===== config.mk =====
export PLATFORM = sky130hd
export DESIGN_NAME = dctg_time_code_gen
export DESIGN_NICKNAME = d
export VERILOG_FILES = /design/src/hw/dctg_pkg.sv /design/src/hw/dctg_time_code_gen.sv
export VERILOG_INCLUDE_DIRS = /design/src /design/src/hw
export SDC_FILE = /design/constraint.sdc
export NUM_CORES = 1
export LEC_CHECK = 0
export BUFFER_PORTS_ARGS = -buffer_cell sky130_fd_sc_hd__buf_2
export CORE_MARGIN = 2
export CORE_UTILIZATION = 40
export CTS_CLUSTER_DIAMETER = 120
export DETAILED_ROUTE_END_ITERATION = 8
export PLACE_DENSITY = 0.66
export SYNTH_ARGS = -nofsm -noshare
export SYNTH_HDL_FRONTEND = slang
export SYNTH_SLANG_ARGS = --single-unit

===== constraint.sdc =====
create_clock -name i_ref_clk -period 4.2 [get_ports i_ref_clk]
set_input_delay 0.21 -clock i_ref_clk [delete_from_list [all_inputs] [get_ports i_ref_clk]]
set_output_delay 0.21 -clock i_ref_clk [all_outputs]
set_load 0.05 [all_outputs]

===== src/hw/dctg_regs.svh =====
// Register offsets, field positions, reset values and timing constants of the time code generator
`ifndef DCTG_REGS_SVH
`define DCTG_REGS_SVH

`define DCTG_ADDR_W 12
`define DCTG_OFS_CTRL 12'h000
`define DCTG_OFS_TIME 12'h004
`define DCTG_OFS_DATE 12'h008
`define DCTG_OFS_FLAGS 12'h00C
`define DCTG_OFS_QUALITY 12'h010
`define DCTG_OFS_BIN_SECONDS 12'h014
`define DCTG_OFS_STATUS 12'h018

`define DCTG_CTRL_EXT_BIT 0
`define DCTG_TIME_SEC_LSB 0
`define DCTG_TIME_MIN_LSB 8
`define DCTG_TIME_HOUR_LSB 16
`define DCTG_DATE_DAY_LSB 0
`define DCTG_DATE_YEAR_LSB 16
`define DCTG_FLAGS_LEAP_PEND_BIT 0
`define DCTG_FLAGS_SUMMER_PEND_BIT 1
`define DCTG_FLAGS_SUMMER_BIT 2
`define DCTG_FLAGS_TZ_SIGN_BIT 3
`define DCTG_FLAGS_TZ_HOURS_LSB 4
`define DCTG_FLAGS_TZ_HALF_BIT 8
`define DCTG_STATUS_ENABLED_BIT 0
`define DCTG_STATUS_SEND_BIT 1
`define DCTG_STATUS_FIRST_SYNC_BIT 2
`define DCTG_STATUS_IDX_LSB 8

`define DCTG_RST_QUALITY 4'hF
`define DCTG_RST_CTRL 1'b0

`define DCTG_CLK_HZ 25000000
`define DCTG_ELEM_US 10000
`define DCTG_ZERO_US 2000
`define DCTG_ONE_US 5000
`define DCTG_MARK_US 8000
`define DCTG_ELEMS 100
`define DCTG_CNT_W 18

`endif


===== src/hw/dctg_pkg.sv =====
// Types shared by the time code generator
package dctg_pkg;
  typedef enum logic [0:0] {
    DCTG_IDLE = 1'b0,
    DCTG_SEND = 1'b1
  } dctg_state_e;
  typedef logic [99:0] dctg_frame_t;
endpackage


===== src/hw/dctg_time_code_gen.sv =====
// Pulse-width-coded DC level time code generator with APB register access
//
// The placing of the registers and the APB register port are this design's own decisions.
`timescale 1ns/100ps
`include "dctg_regs.svh"

module dctg_time_code_gen #(
  parameter int ELEM_CYCLES = `DCTG_ELEM_US * (`DCTG_CLK_HZ / 1000000),
  parameter int ZERO_CYCLES = `DCTG_ZERO_US * (`DCTG_CLK_HZ / 1000000),
  parameter int ONE_CYCLES = `DCTG_ONE_US * (`DCTG_CLK_HZ / 1000000),
  parameter int MARK_CYCLES = `DCTG_MARK_US * (`DCTG_CLK_HZ / 1000000)
) (
  input wire logic i_ref_clk,
  input wire logic i_rstn,
  input wire logic i_pps,
  input wire logic i_synced,
  input wire logic i_psel,
  input wire logic i_penable,
  input wire logic i_pwrite,
  input wire logic [`DCTG_ADDR_W-1:0] i_paddr,
  input wire logic [31:0] i_pwdata,
  output logic [31:0] o_prdata,
  output logic o_pready,
  output logic o_pslverr,
  output logic o_time_code,
  output logic o_outputs_enabled_indicator
);

  localparam logic [`DCTG_CNT_W-1:0] ELEM_LAST = `DCTG_CNT_W'(ELEM_CYCLES - 1);
  localparam logic [`DCTG_CNT_W-1:0] ZERO_W = `DCTG_CNT_W'(ZERO_CYCLES);
  localparam logic [`DCTG_CNT_W-1:0] ONE_W = `DCTG_CNT_W'(ONE_CYCLES);
  localparam logic [`DCTG_CNT_W-1:0] MARK_W = `DCTG_CNT_W'(MARK_CYCLES);
  localparam logic [6:0] LAST_IDX = 7'(`DCTG_ELEMS - 1);

  logic ext_format;
  logic [6:0] sec_bcd;
  logic [6:0] min_bcd;
  logic [5:0] hour_bcd;
  logic [9:0] day_bcd;
  logic [7:0] year_bcd;
  logic leap_pending_flag;
  logic summer_pending;
  logic summer_time_flag;
  logic tz_sign;
  logic [3:0] tz_hours;
  logic tz_half;
  logic [3:0] clock_quality_figure;
  logic [16:0] binary_seconds_of_day;
  logic first_sync_done;
  logic synced_d;
  dctg_pkg::dctg_state_e state;
  dctg_pkg::dctg_frame_t frame;
  dctg_pkg::dctg_frame_t next_frame;
  logic [6:0] idx;
  logic [3:0] ones;
  logic [`DCTG_CNT_W-1:0] cyc;
  logic [`DCTG_CNT_W-1:0] width;
  logic is_marker;
  logic apb_access;
  logic wr_en;
  logic rd_en;
  logic addr_ok;
  logic [31:0] next_rdata;
  logic leap_direction_flag;
  logic first_sync_event;

  // Only additions are supported, so direction is a constant zero
  assign leap_direction_flag = 1'b0;
  assign first_sync_event = i_synced && !synced_d && !first_sync_done;

  // APB: one wait state so pready and prdata come straight from flops
  assign apb_access = i_psel && i_penable;
  assign wr_en = apb_access && o_pready && i_pwrite && addr_ok;
  assign rd_en = apb_access && !o_pready && !i_pwrite;

  always_comb begin
    addr_ok = 1'b1;
    next_rdata = 32'h0;
    unique case (i_paddr)
      `DCTG_OFS_CTRL: next_rdata[`DCTG_CTRL_EXT_BIT] = ext_format;
      `DCTG_OFS_TIME: begin
        next_rdata[`DCTG_TIME_SEC_LSB +: 7] = sec_bcd;
        next_rdata[`DCTG_TIME_MIN_LSB +: 7] = min_bcd;
        next_rdata[`DCTG_TIME_HOUR_LSB +: 6] = hour_bcd;
      end
      `DCTG_OFS_DATE: begin
        next_rdata[`DCTG_DATE_DAY_LSB +: 10] = day_bcd;
        next_rdata[`DCTG_DATE_YEAR_LSB +: 8] = year_bcd;
      end
      `DCTG_OFS_FLAGS: begin
        next_rdata[`DCTG_FLAGS_LEAP_PEND_BIT] = leap_pending_flag;
        next_rdata[`DCTG_FLAGS_SUMMER_PEND_BIT] = summer_pending;
        next_rdata[`DCTG_FLAGS_SUMMER_BIT] = summer_time_flag;
        next_rdata[`DCTG_FLAGS_TZ_SIGN_BIT] = tz_sign;
        next_rdata[`DCTG_FLAGS_TZ_HOURS_LSB +: 4] = tz_hours;
        next_rdata[`DCTG_FLAGS_TZ_HALF_BIT] = tz_half;
      end
      `DCTG_OFS_QUALITY: next_rdata[3:0] = clock_quality_figure;
      `DCTG_OFS_BIN_SECONDS: next_rdata[16:0] = binary_seconds_of_day;
      `DCTG_OFS_STATUS: begin
        next_rdata[`DCTG_STATUS_ENABLED_BIT] = o_outputs_enabled_indicator;
        next_rdata[`DCTG_STATUS_SEND_BIT] = (state == dctg_pkg::DCTG_SEND);
        next_rdata[`DCTG_STATUS_FIRST_SYNC_BIT] = first_sync_done;
        next_rdata[`DCTG_STATUS_IDX_LSB +: 7] = idx;
      end
      default: addr_ok = 1'b0;
    endcase
  end

  always_ff @(posedge i_ref_clk) begin
    if (!i_rstn) begin
      o_pready <= 1'b0;
      o_pslverr <= 1'b0;
      o_prdata <= 32'h0;
    end else begin
      o_pready <= apb_access && !o_pready;
      o_pslverr <= apb_access && !o_pready && !addr_ok;
      if (rd_en) begin
        o_prdata <= next_rdata;
      end
    end
  end

  // Time and flag registers; software loads the values for the next second before its PPS
  always_ff @(posedge i_ref_clk) begin
    if (!i_rstn) begin
      ext_format <= `DCTG_RST_CTRL;
      sec_bcd <= 7'h00;
      min_bcd <= 7'h00;
      hour_bcd <= 6'h00;
      day_bcd <= 10'h000;
      year_bcd <= 8'h00;
      leap_pending_flag <= 1'b0;
      summer_pending <= 1'b0;
      summer_time_flag <= 1'b0;
      tz_sign <= 1'b0;
      tz_hours <= 4'h0;
      tz_half <= 1'b0;
      binary_seconds_of_day <= 17'h00000;
    end else if (wr_en) begin
      unique case (i_paddr)
        `DCTG_OFS_CTRL: ext_format <= i_pwdata[`DCTG_CTRL_EXT_BIT];
        `DCTG_OFS_TIME: begin
          sec_bcd <= i_pwdata[`DCTG_TIME_SEC_LSB +: 7];
          min_bcd <= i_pwdata[`DCTG_TIME_MIN_LSB +: 7];
          hour_bcd <= i_pwdata[`DCTG_TIME_HOUR_LSB +: 6];
        end
        `DCTG_OFS_DATE: begin
          day_bcd <= i_pwdata[`DCTG_DATE_DAY_LSB +: 10];
          year_bcd <= i_pwdata[`DCTG_DATE_YEAR_LSB +: 8];
        end
        `DCTG_OFS_FLAGS: begin
          leap_pending_flag <= i_pwdata[`DCTG_FLAGS_LEAP_PEND_BIT];
          summer_pending <= i_pwdata[`DCTG_FLAGS_SUMMER_PEND_BIT];
          summer_time_flag <= i_pwdata[`DCTG_FLAGS_SUMMER_BIT];
          tz_sign <= i_pwdata[`DCTG_FLAGS_TZ_SIGN_BIT];
          tz_hours <= i_pwdata[`DCTG_FLAGS_TZ_HOURS_LSB +: 4];
          tz_half <= i_pwdata[`DCTG_FLAGS_TZ_HALF_BIT];
        end
        `DCTG_OFS_BIN_SECONDS: binary_seconds_of_day <= i_pwdata[16:0];
        default: ;
      endcase
    end
  end

  // First lock clears the quality figure; it wins over a software write in the same cycle
  always_ff @(posedge i_ref_clk) begin
    if (!i_rstn) begin
      clock_quality_figure <= `DCTG_RST_QUALITY;
      first_sync_done <= 1'b0;
      synced_d <= 1'b0;
    end else begin
      synced_d <= i_synced;
      if (first_sync_event) begin
        clock_quality_figure <= 4'h0;
        first_sync_done <= 1'b1;
      end else if (wr_en && i_paddr == `DCTG_OFS_QUALITY) begin
        clock_quality_figure <= i_pwdata[3:0];
      end
    end
  end

  // Frame image; marker slots hold zero and are shaped by position instead
  always_comb begin
    next_frame = '0;
    next_frame[4:1] = sec_bcd[3:0];
    next_frame[8:6] = sec_bcd[6:4];
    next_frame[13:10] = min_bcd[3:0];
    next_frame[17:15] = min_bcd[6:4];
    next_frame[23:20] = hour_bcd[3:0];
    next_frame[26:25] = hour_bcd[5:4];
    next_frame[33:30] = day_bcd[3:0];
    next_frame[38:35] = day_bcd[7:4];
    next_frame[41:40] = day_bcd[9:8];
    next_frame[53:50] = year_bcd[3:0];
    next_frame[54] = 1'b0;
    next_frame[58:55] = year_bcd[7:4];
    next_frame[60] = leap_pending_flag;
    next_frame[61] = leap_direction_flag;
    next_frame[62] = summer_pending;
    next_frame[63] = summer_time_flag;
    next_frame[64] = tz_sign;
    next_frame[68:65] = tz_hours;
    next_frame[70] = tz_half;
    next_frame[74:71] = clock_quality_figure;
    next_frame[75] = ^next_frame[74:0];
    if (ext_format) begin
      next_frame[88:80] = binary_seconds_of_day[8:0];
      next_frame[97:90] = binary_seconds_of_day[16:9];
    end
  end

  // Frame start at index 0, markers where the units digit is nine
  assign is_marker = (idx == 7'h00) || (ones == 4'h9);

  always_comb begin
    if (is_marker) begin
      width = MARK_W;
    end else if (frame[idx]) begin
      width = ONE_W;
    end else begin
      width = ZERO_W;
    end
  end

  // Sequencer; a PPS while synced always restarts the frame so drift never accumulates
  always_ff @(posedge i_ref_clk) begin
    if (!i_rstn) begin
      state <= dctg_pkg::DCTG_IDLE;
      frame <= '0;
      idx <= 7'h00;
      ones <= 4'h0;
      cyc <= '0;
    end else if (!i_synced) begin
      state <= dctg_pkg::DCTG_IDLE;
      idx <= 7'h00;
      ones <= 4'h0;
      cyc <= '0;
    end else if (i_pps) begin
      state <= dctg_pkg::DCTG_SEND;
      frame <= next_frame;
      idx <= 7'h00;
      ones <= 4'h0;
      cyc <= '0;
    end else if (state == dctg_pkg::DCTG_SEND) begin
      if (cyc == ELEM_LAST) begin
        cyc <= '0;
        if (idx == LAST_IDX) begin
          state <= dctg_pkg::DCTG_IDLE;
          idx <= 7'h00;
          ones <= 4'h0;
        end else begin
          idx <= idx + 7'h01;
          ones <= (ones == 4'h9) ? 4'h0 : ones + 4'h1;
        end
      end else begin
        cyc <= cyc + `DCTG_CNT_W'(1);
      end
    end
  end

  // Plain level output, no carrier; the pulse width alone carries the symbol
  always_ff @(posedge i_ref_clk) begin
    if (!i_rstn) begin
      o_time_code <= 1'b0;
      o_outputs_enabled_indicator <= 1'b0;
    end else begin
      o_outputs_enabled_indicator <= i_synced;
      o_time_code <= i_synced && !i_pps && (state == dctg_pkg::DCTG_SEND) && (cyc < width);
    end
  end

  // Helper for the checks: length of the current high run
  logic [`DCTG_CNT_W-1:0] hi_run;
  always_ff @(posedge i_ref_clk) begin
    if (!i_rstn) begin
      hi_run <= '0;
    end else begin
      hi_run <= o_time_code ? hi_run + `DCTG_CNT_W'(1) : '0;
    end
  end
endmodule // dctg_time_code_gen


== Word level (Yosys, flattened, before mapping) ==
Cells that the tools add are included.
Storage, ports and cells
  flip-flop bits (word level): 197
  logic and storage cells: 104
  input port bits: 51
Cells by class
  $add $sub $neg: 3
  eq/ne operators: 9
  $lt $le $gt $ge: 2
  bitwise gates (word level): 2
  reduce and logical (&&, ||, !) cells: 34
  muxes and demuxes: 29
Operators with widths (number)
  $reduce_xor 75->1: 1
  $eq 12x5->1 const B: 3
  $mux 18: 2
  $eq 12x4->1 const B: 2
  $add 18x1->18 const B: 1
  $eq 18x18->1 const B: 1
  $lt 18x18->1: 1
  $mux 17: 1
  $mux 4: 4
  $reduce_and 2->1: 8
  $pmux 5 s3: 1
  $logic_and 1x1->1: 13
  $eq 12x3->1 const B: 1
  $logic_not 12->1: 1
  $pmux 2 s6: 1
  $pmux 3 s4: 1
  $pmux 1 s5: 2
  $pmux 5 s2: 1
  $mux 9: 1
  $lt 7x8->1 const B: 1
  $mux 8: 1
  $add 7x1->7 const B: 1
  $bmux 1 s7: 1
  $eq 7x7->1 const B: 1
  other kinds (15): 28

== Depth between registers and ports, before layout ==
Gate-level depths: netlist of run 1.
  word-level depth: 7
  gate-level depth with buffers: 18

== Least setup slack after synthesis of run 1 ==
Ideal clock, no wire load.
  path kind: reg-to-reg
  from: reg idx[0]
  to: reg o_time_code
  library setup time: 0.070 ns
  data required time: 4.130 ns
  arrival: 3.244 ns
  cell stages (with the launch flop): 16
  setup slack: 0.886 ns
  cells stage by stage: dfxtp_1 > buf_6 > mux4_2 > and3_1 > o31a_1 > a32oi_2 > o31ai_2 > nor2_1 > ha_1 > a211o_1 > a21o_1 > a21o_1 > a211oi_1 > o21ai_0 > nor3_1 > o2bb2ai_1
On the way
  cells in the longest elaborated chain, start to end: 6
  elaborated cells on any way between the ends: 8
  those cells by class: order compare: 1; mux: 4; reduce/logical: 3
Ends and longest elaborated chain
  start: declaration: RTL line dctg_time_code_gen.sv:54  | logic [6:0] idx;
  start signal: assignment: RTL line dctg_time_code_gen.sv:253  | idx <= idx + 7'h01;
  $bmux 1 s7: RTL line dctg_time_code_gen.sv:219  | end else if (frame[idx]) begin
  $mux 1 (not written as such): RTL line dctg_time_code_gen.sv:219
  $mux 17: RTL line dctg_time_code_gen.sv:219
  $mux 18 *: RTL line dctg_time_code_gen.sv:217  | if (is_marker) begin
  $lt 18x18->1 *: RTL line dctg_time_code_gen.sv:269  | o_time_code <= i_synced && !i_pps && (state == dctg_pkg::DCTG_SEND) && (cyc < width);
  $logic_and 1x1->1 *: RTL line dctg_time_code_gen.sv:269
  end signal: assignment: RTL line dctg_time_code_gen.sv:269
  end: declaration: RTL line dctg_time_code_gen.sv:25  | output logic o_time_code,
Every way passes the cells marked *; elsewhere a longest branch is shown, timed or not. The select of a mux whose other input is x is not followed.
A chain may end at the register's enable or synchronous reset.

== Worst setup path after layout of run 1 ==
Same ends and word-level chain as after synthesis.

==> results of run 1 <==
-- cell usage after synthesis (4+ instances only) --
cell        n  share of area (%)
nand2_1   225                8.7
dfxtp_1   197                 41
a21boi_0   97                7.5
mux2i_1    58                6.0
xnor2_1    53                4.8
nor2_1     49                1.9
clkbuf_1   46                1.8
nor2b_1    41                2.7
nand3_1    35                1.8
o21ai_0    27                1.4
xor2_1     22                2.0
buf_4      15                1.2
ha_1       15                1.9
a21oi_1    14               0.73
buf_2      14               0.73
nor3_1     14               0.73
inv_1      12               0.47
nand4_1    12               0.78
a21boi_1   10               0.78
mux2_2     10                1.2
a221oi_1    9               0.82
a22oi_1     9               0.70
nor3b_1     8               0.62
and2_1      7               0.45
a222oi_1    6               0.62
and3_1      6               0.39
o211a_1     6               0.62
a22o_1      5               0.45
nor4_1      5               0.32
or3_1       5               0.32
a31oi_1     4               0.26
mux4_2      4               0.93
nand2b_1    4               0.26
-- metal layers --
metal | global-route usage, % | vias to the layer above
met5 | 0 | -
met4 | 6.69 | 0
met3 | 3.93 | 35
met2 | 32.5 | 275
met1 | 28.3 | 3674
li1 | - | 3832
-- kinds of logic (layout without fill, tap and decap cells) --
family,after synthesis,in the layout,synth area share [%]
other,1,8,0.0388
AO/OA/AOI/OAI,213,213,16.3
multiplexers,73,73,8.38
XOR/XNOR,75,75,6.80
buffers and inverters,91,128,4.38
flip-flops,197,197,40.8
adder cells (fa/ha/maj),15,15,1.94
AND/OR/NAND/NOR,432,432,21.3
-- power by group through the flow --
stage / logic [mW] / clock network, mW / registers, mW
2_1_floorplan: 0.134 / 0 / 1.97
3_3_place_gp: 0.225 / 0 / 1.94
3_5_place_dp: 0.225 / 0 / 1.94
4_1_cts: 0.227 / 1.69 / 1.90
5_1_grt: 0.243 / 1.76 / 1.90
6_report: 0.227 / 1.67 / 1.90
-- cell type report --
type | instances | area [um2] | share of cell area, %
clock buffer | 18 | 439 | 4.06
timing repair buffer | 84 | 473 | 4.37
clock inverter | 14 | 175 | 1.62
multi-input combinational | 816 | 5340 | 49.4
sequential | 197 | 3940 | 36.5
inverter | 12 | 45.0 | 0.417
tap | 319 | 399 | 3.69
-- cell usage in the layout (no fill, tap or decap), drive strengths merged, types with 18 or more instances in the layout --
cell type	n
nand2	227
dfxtp	197
a21boi	107
buf	83
mux2i	58
xnor2	53
nor2	51
nor2b	41
nand3	36
o21ai	28
xor2	22
clkbuf	18
inv	18
-- worst min-delay path, stage by stage --
cell and delay [ns]:
buf_2 0.10, nand2_1 0.04, a21boi_0 0.06
-- flip-flops by register name, summed over array words and instances, names as in the netlist, 4 cells and up --
register,count
year_bcd,8
min_bcd,7
frame,69
sec_bcd,7
cyc,18
clock_quality_figure,4
binary_seconds_of_day,17
day_bcd,10
ones,4
tz_hours,4
idx,7
hour_bcd,6
o_prdata,24
-- worst paths after layout --
kind / endpoint / slack (ns)
setup / recovery: o_time_code / 0.35
hold / removal: binary_seconds_of_day[14] / 0.02
setup reg to reg: o_time_code / 0.35
hold reg to reg: frame[73] / 0.47
-- metrics by stage --
stage | total power, mW | instances
3_3_place_gp | 2.17 | 1427
3_5_place_dp | 2.17 | 1427
4_1_cts | 3.82 | 1460
2_1_floorplan | 2.10 | 1104
5_1_grt | 3.91 | 1460
6_report | 3.79 | 1460
==> out/results.tsv, run 1 <==
stage	metric	value	unit
status	run_status	finished, final reports clean	
timing	hold_slack	0.0217	ns
cells_and_area	fillCellCount	2312	
cts	clock_latency	0.44	ns
global_routing	grtUsageTotal	20.6	%
critical_path	rr_worst_depth	16	
critical_path	critPathKind	reg2reg	
drt	wl_per_cell	17.9	um
cts	postCtsResizedCells	0	
drt	wl	26.2	mm
place	gp_congestion	0.889	
global_routing	grt_max_degree	96	
critical_path	required	4.56	ns
critical_path	crit_path_start	idx[0]	
floorplan	die_h	159	um
drt	wl_met2	11.8	mm
place	port_buffers	70	
global_routing	grt.overflow.total	0	
critical_path	path_buf_inv	1	
critical_path	r2r-start	idx[0]	
global_routing	grt_pass1_wl	41.4	mm
timing	layout_setup_ws	0.348	ns
timing	fin_tns_setup	0	ns
drt	drc	0	
worst_hold_path	min_from	i_pwdata[14]	
timing	final.period_utilization	91.7	%
timing	finalSetupViolations	0	
drt	route.met3.wl	1.83	mm
synthesis	yosysSeqAreaShare	40.8	%
synthesis	synthesis.area	9660	um2
cells_and_area	syn2layout_area_growth	12.0	%
power_and_ir_drop	cellPowerDensity	351	nW/um2
timing	worst_slew_pin_slew	1.12	ns
worst_hold_path	min_path_type	in2reg	
synthesis	syn_area_per_cell	8.80	um2
drt	drtPass1Iterations	5	
synthesis	synth_edf_count	0	
critical_path	crit_chain	buf_4, mux2_2, nand4_1, o311ai_0, o31a_1, a32oi_2, o31ai_2, nor2_1, ha_1, a211o_1, a21o_1, a21o_1, a211oi_1, o21ai_0, nor3_1, o2bb2ai_1	
drt	vias_per_cell	5.35	
cells_and_area	diodes	0	
floorplan	ios	87	
cts	cts_buffers	17	
floorplan	die-area	25400	um2
floorplan	start_util	40.9	%
synthesis	yosys_warnings	0	
floorplan	die_w	159	um
drt	wirelength_met1	11.9	mm
drt	ant_nets	0	
synthesis	synth_flop_cell	dfxtp_1	
critical_path	cp-end-kind	register	
cells_and_area	fin_nets	1194	
critical_path	cpLargestDelayFamily	compound AO/OA/AOI/OAI gates	
timing	relSlewSlack	25.1	%
cts	htree_levels	4	
synthesis	ys_ff_latch	197	
critical_path	start_kind	register	
cts	cts_buffer_depth	2	
drt	vias	7816	
global_routing	grt_pass1_vias	7353	
timing	hold_viol_final	0	
cells_and_area	finish.utilization	45.8	%
timing	slew_viol_final	0	
timing	skew	0.0188	ns
drt	drt-initial-drc-count	608	
cts	cts_tree	done	
synthesis	async_flop_share	0	%
place	pre_cts_ws	0.392	ns
synthesis	synth_cell_types	69	
power_and_ir_drop	power.internal	2.78	mW
floorplan	core-area	23600	um2
place	dp_hpwl	18.6	mm
power_and_ir_drop	switching_share	26.7	%
power_and_ir_drop	switching_power	1.01	mW
global_routing	antenna_found_initial	0	
cts	post_cts_buffers	0	
critical_path	critPathMaxFanout	11	
critical_path	max_stage_delay	0.63	ns
critical_path	worst-path-stages	16	
worst_hold_path	whs_path_depth	3	
job	max-cap-violations	0	
critical_path	crit_top_cell	a21o_1	
cells_and_area	final_layout_size_suffix_gt1_share	13.1	%
cells_and_area	final_area	10800	um2
power_and_ir_drop	p_leak	3.69	nW
cts	cts_root_buf	clkbuf_16	
floorplan	std_cell_rows	56	
timing	min_period	3.85	ns
cts	cts_hold_repair.buffers	1	
cts	cts.reportedPaths.clkPinSlew	0.09	ns
synthesis	syn_inst	1097	
cts	clock_sinks	197	
drt	top_layer_used	met4	
place	placed_area	10200	um2
power_and_ir_drop	power.share.clock	44.0	%
critical_path	critPathSlowestCell	dfxtp_1	
power_and_ir_drop	seqPwrFrac	50.0	%
critical_path	critical_path_arrival	4.21	ns
timing	fmax	260	MHz
power_and_ir_drop	peakVddDrop	210	uV
timing	rsz0062_at_grt	false	
power_and_ir_drop	combPwrFrac	6.0	%
No activity file was read; power rests on OpenSTA's default activity.
==> inputs of run 2 (changes only) <==
--- a/config.mk
+++ b/config.mk
@@ -10,7 +10,9 @@
 export CORE_MARGIN = 2
 export CORE_UTILIZATION = 40
 export CTS_CLUSTER_DIAMETER = 120
+export CTS_CLUSTER_SIZE = 16
 export DETAILED_ROUTE_END_ITERATION = 8
+export GPL_TIMING_DRIVEN = 0
 export PLACE_DENSITY = 0.66
 export SYNTH_ARGS = -nofsm -noshare
 export SYNTH_HDL_FRONTEND = slang
==> out/results.tsv, run 2 (synthesis results as in run 1) <==
stage	metric	value	unit
timing	rsz0062_at_grt	false	
drt	drc	0	
timing	worst_slew_pin_slew	1.23	ns
critical_path	cp-end-kind	register	
cells_and_area	syn2layout_area_growth	14.2	%
power_and_ir_drop	combPwrFrac	6.6	%
cts	htree_levels	4	
timing	min_period	3.98	ns
global_routing	grtUsageTotal	22.7	%
power_and_ir_drop	cellPowerDensity	344	nW/um2
cts	cts_root_buf	clkbuf_16	
floorplan	die_h	159	um
job	max-cap-violations	0	
drt	vias	8214	
place	pre_cts_ws	0.199	ns
drt	wl_per_cell	18.9	um
drt	drt-initial-drc-count	756	
cts	cts.reportedPaths.clkPinSlew	0.08	ns
cells_and_area	fin_nets	1259	
critical_path	required	4.57	ns
floorplan	core-area	23600	um2
critical_path	critPathMaxFanout	10	
cts	cts_buffer_depth	2	
cells_and_area	final_area	11000	um2
timing	skew	0.0165	ns
critical_path	rr_worst_depth	15	
power_and_ir_drop	switching_share	25.5	%
cells_and_area	top_register	frame	
power_and_ir_drop	switching_power	0.966	mW
timing	layout_setup_ws	0.224	ns
drt	wl	28.9	mm
worst_hold_path	min_path_type	in2reg	
critical_path	critPathKind	reg2reg	
cells_and_area	final_layout_size_suffix_gt1_share	13.3	%
power_and_ir_drop	power.share.clock	43.3	%
drt	ant_nets	0	
cts	clock_sinks	197	
floorplan	std_cell_rows	56	
cts	clock_latency	0.45	ns
timing	slew_viol_final	0	
critical_path	start_kind	register	
global_routing	grt.overflow.total	0	
global_routing	grt_pass1_wl	44.6	mm
floorplan	die-area	25400	um2
cells_and_area	finish.utilization	46.7	%
floorplan	start_util	40.9	%
status	run_status	finished, final reports clean	
power_and_ir_drop	power.internal	2.82	mW
power_and_ir_drop	seqPwrFrac	50.0	%
power_and_ir_drop	p_leak	3.81	nW
cts	cts_tree	done	
place	placed_area	10400	um2
place	gp_congestion	0.929	
global_routing	antenna_found_initial	0	
place	port_buffers	69	
timing	fmax	251	MHz
global_routing	grt_max_degree	19	
drt	vias_per_cell	5.38	
global_routing	grt_pass1_vias	7830	
critical_path	critical_path_arrival	4.35	ns
floorplan	ios	87	
timing	relSlewSlack	17.7	%
floorplan	die_w	159	um
cells_and_area	final_cell_mix	225 x nand2_1, 196 x dfxtp_1, 97 x a21boi_0	
cells_and_area	largest_reg_flops	69	
drt	drtPass1Iterations	8	
timing	fin_tns_setup	0	ns
timing	final.period_utilization	94.7	%
worst_hold_path	whs_path_depth	3	
timing	finalSetupViolations	0	
timing	hold_viol_final	0	
place	dp_hpwl	22.0	mm
power_and_ir_drop	peakVddDrop	213	uV
cells_and_area	reg.largest.list	frame: 69 flops, o_prdata: 24 flops, cyc: 18 flops	
cells_and_area	layout_commonest_cell	nand2_1	
cts	cts_buffers	17	
-- run 2: power by group through the flow --
stage               Combinational, mW  Clock (mW)  Sequential, mW
floorplan                       0.134           0            1.97
global placement                0.248           0            1.94
detailed placement              0.248           0            1.94
CTS                             0.250        1.66            1.90
global route                    0.268        1.74            1.90
finish                          0.252        1.64            1.90
-- run 2: what timing repair did --
item | 4_1_cts | 5_1_grt
hold buffers | 1 | 0
hold endpoints to repair | 1 | 0
gates resized for setup | 0 | 3
endpoints found under the setup margin | 0 | 1
buffers inserted | 0 | 0
-- run 2: worst max-delay path, stage by stage (launching register included) --
cell	delay, ns
dfxtp_1	0.42
buf_2	0.29
clkbuf_1	0.49
a211oi_1	0.15
o21ai_0	0.20
o21ai_0	0.13
o31ai_2	0.49
nor2_1	0.14
ha_1	0.32
a211o_1	0.27
a21o_1	0.17
a21o_1	0.17
a211oi_1	0.24
o21ai_0	0.15
nor3_1	0.15
o2bb2ai_1	0.13
-- run 2: per-stage QoR --
step	total power [mW]	hold slack [ns]	instances
finish	3.79	0.00741	1526
global route	3.91	0.0180	1525
CTS	3.81	0.00523	1525
detailed placement	2.19	0.453	1492
global placement	2.19	0.450	1492
floorplan	2.10	0.289	1104
-- run 2: worst paths after layout --
| check | end | start | slack (ns) |
|---|---|---|---|
| setup reg to reg | o_time_code | idx[3] | 0.22 |
| setup / recovery | o_time_code | idx[3] | 0.22 |
| hold reg to reg | frame[31] | frame[31] | 0.46 |
| hold / removal | binary_seconds_of_day[15] | i_pwdata[15] | 0.007 |
-- run 2: metal layers --
metal	global-route usage (%)	vias to the layer above	part of all wire, %
met5	0	-	0
met4	10.5	0	3.9
met3	4.82	55	6.9
met2	35.8	327	45
met1	30.0	3870	45
li1	-	3962	-
-- run 2: layout make-up --
| type | count | area [um2] |
|---|---|---|
| Timing Repair Buffer | 70 | 355 |
| Fill cell | 2337 | 12600 |
| Tap cell | 319 | 399 |
| Clock buffer | 20 | 447 |
| Clock inverter | 12 | 138 |
| Buffer | 79 | 384 |
| Antenna cell | 1 | 2.50 |
| Sequential cell | 197 | 3950 |
| Multi-Input combinational cell | 816 | 5320 |
| Inverter | 12 | 45.0 |
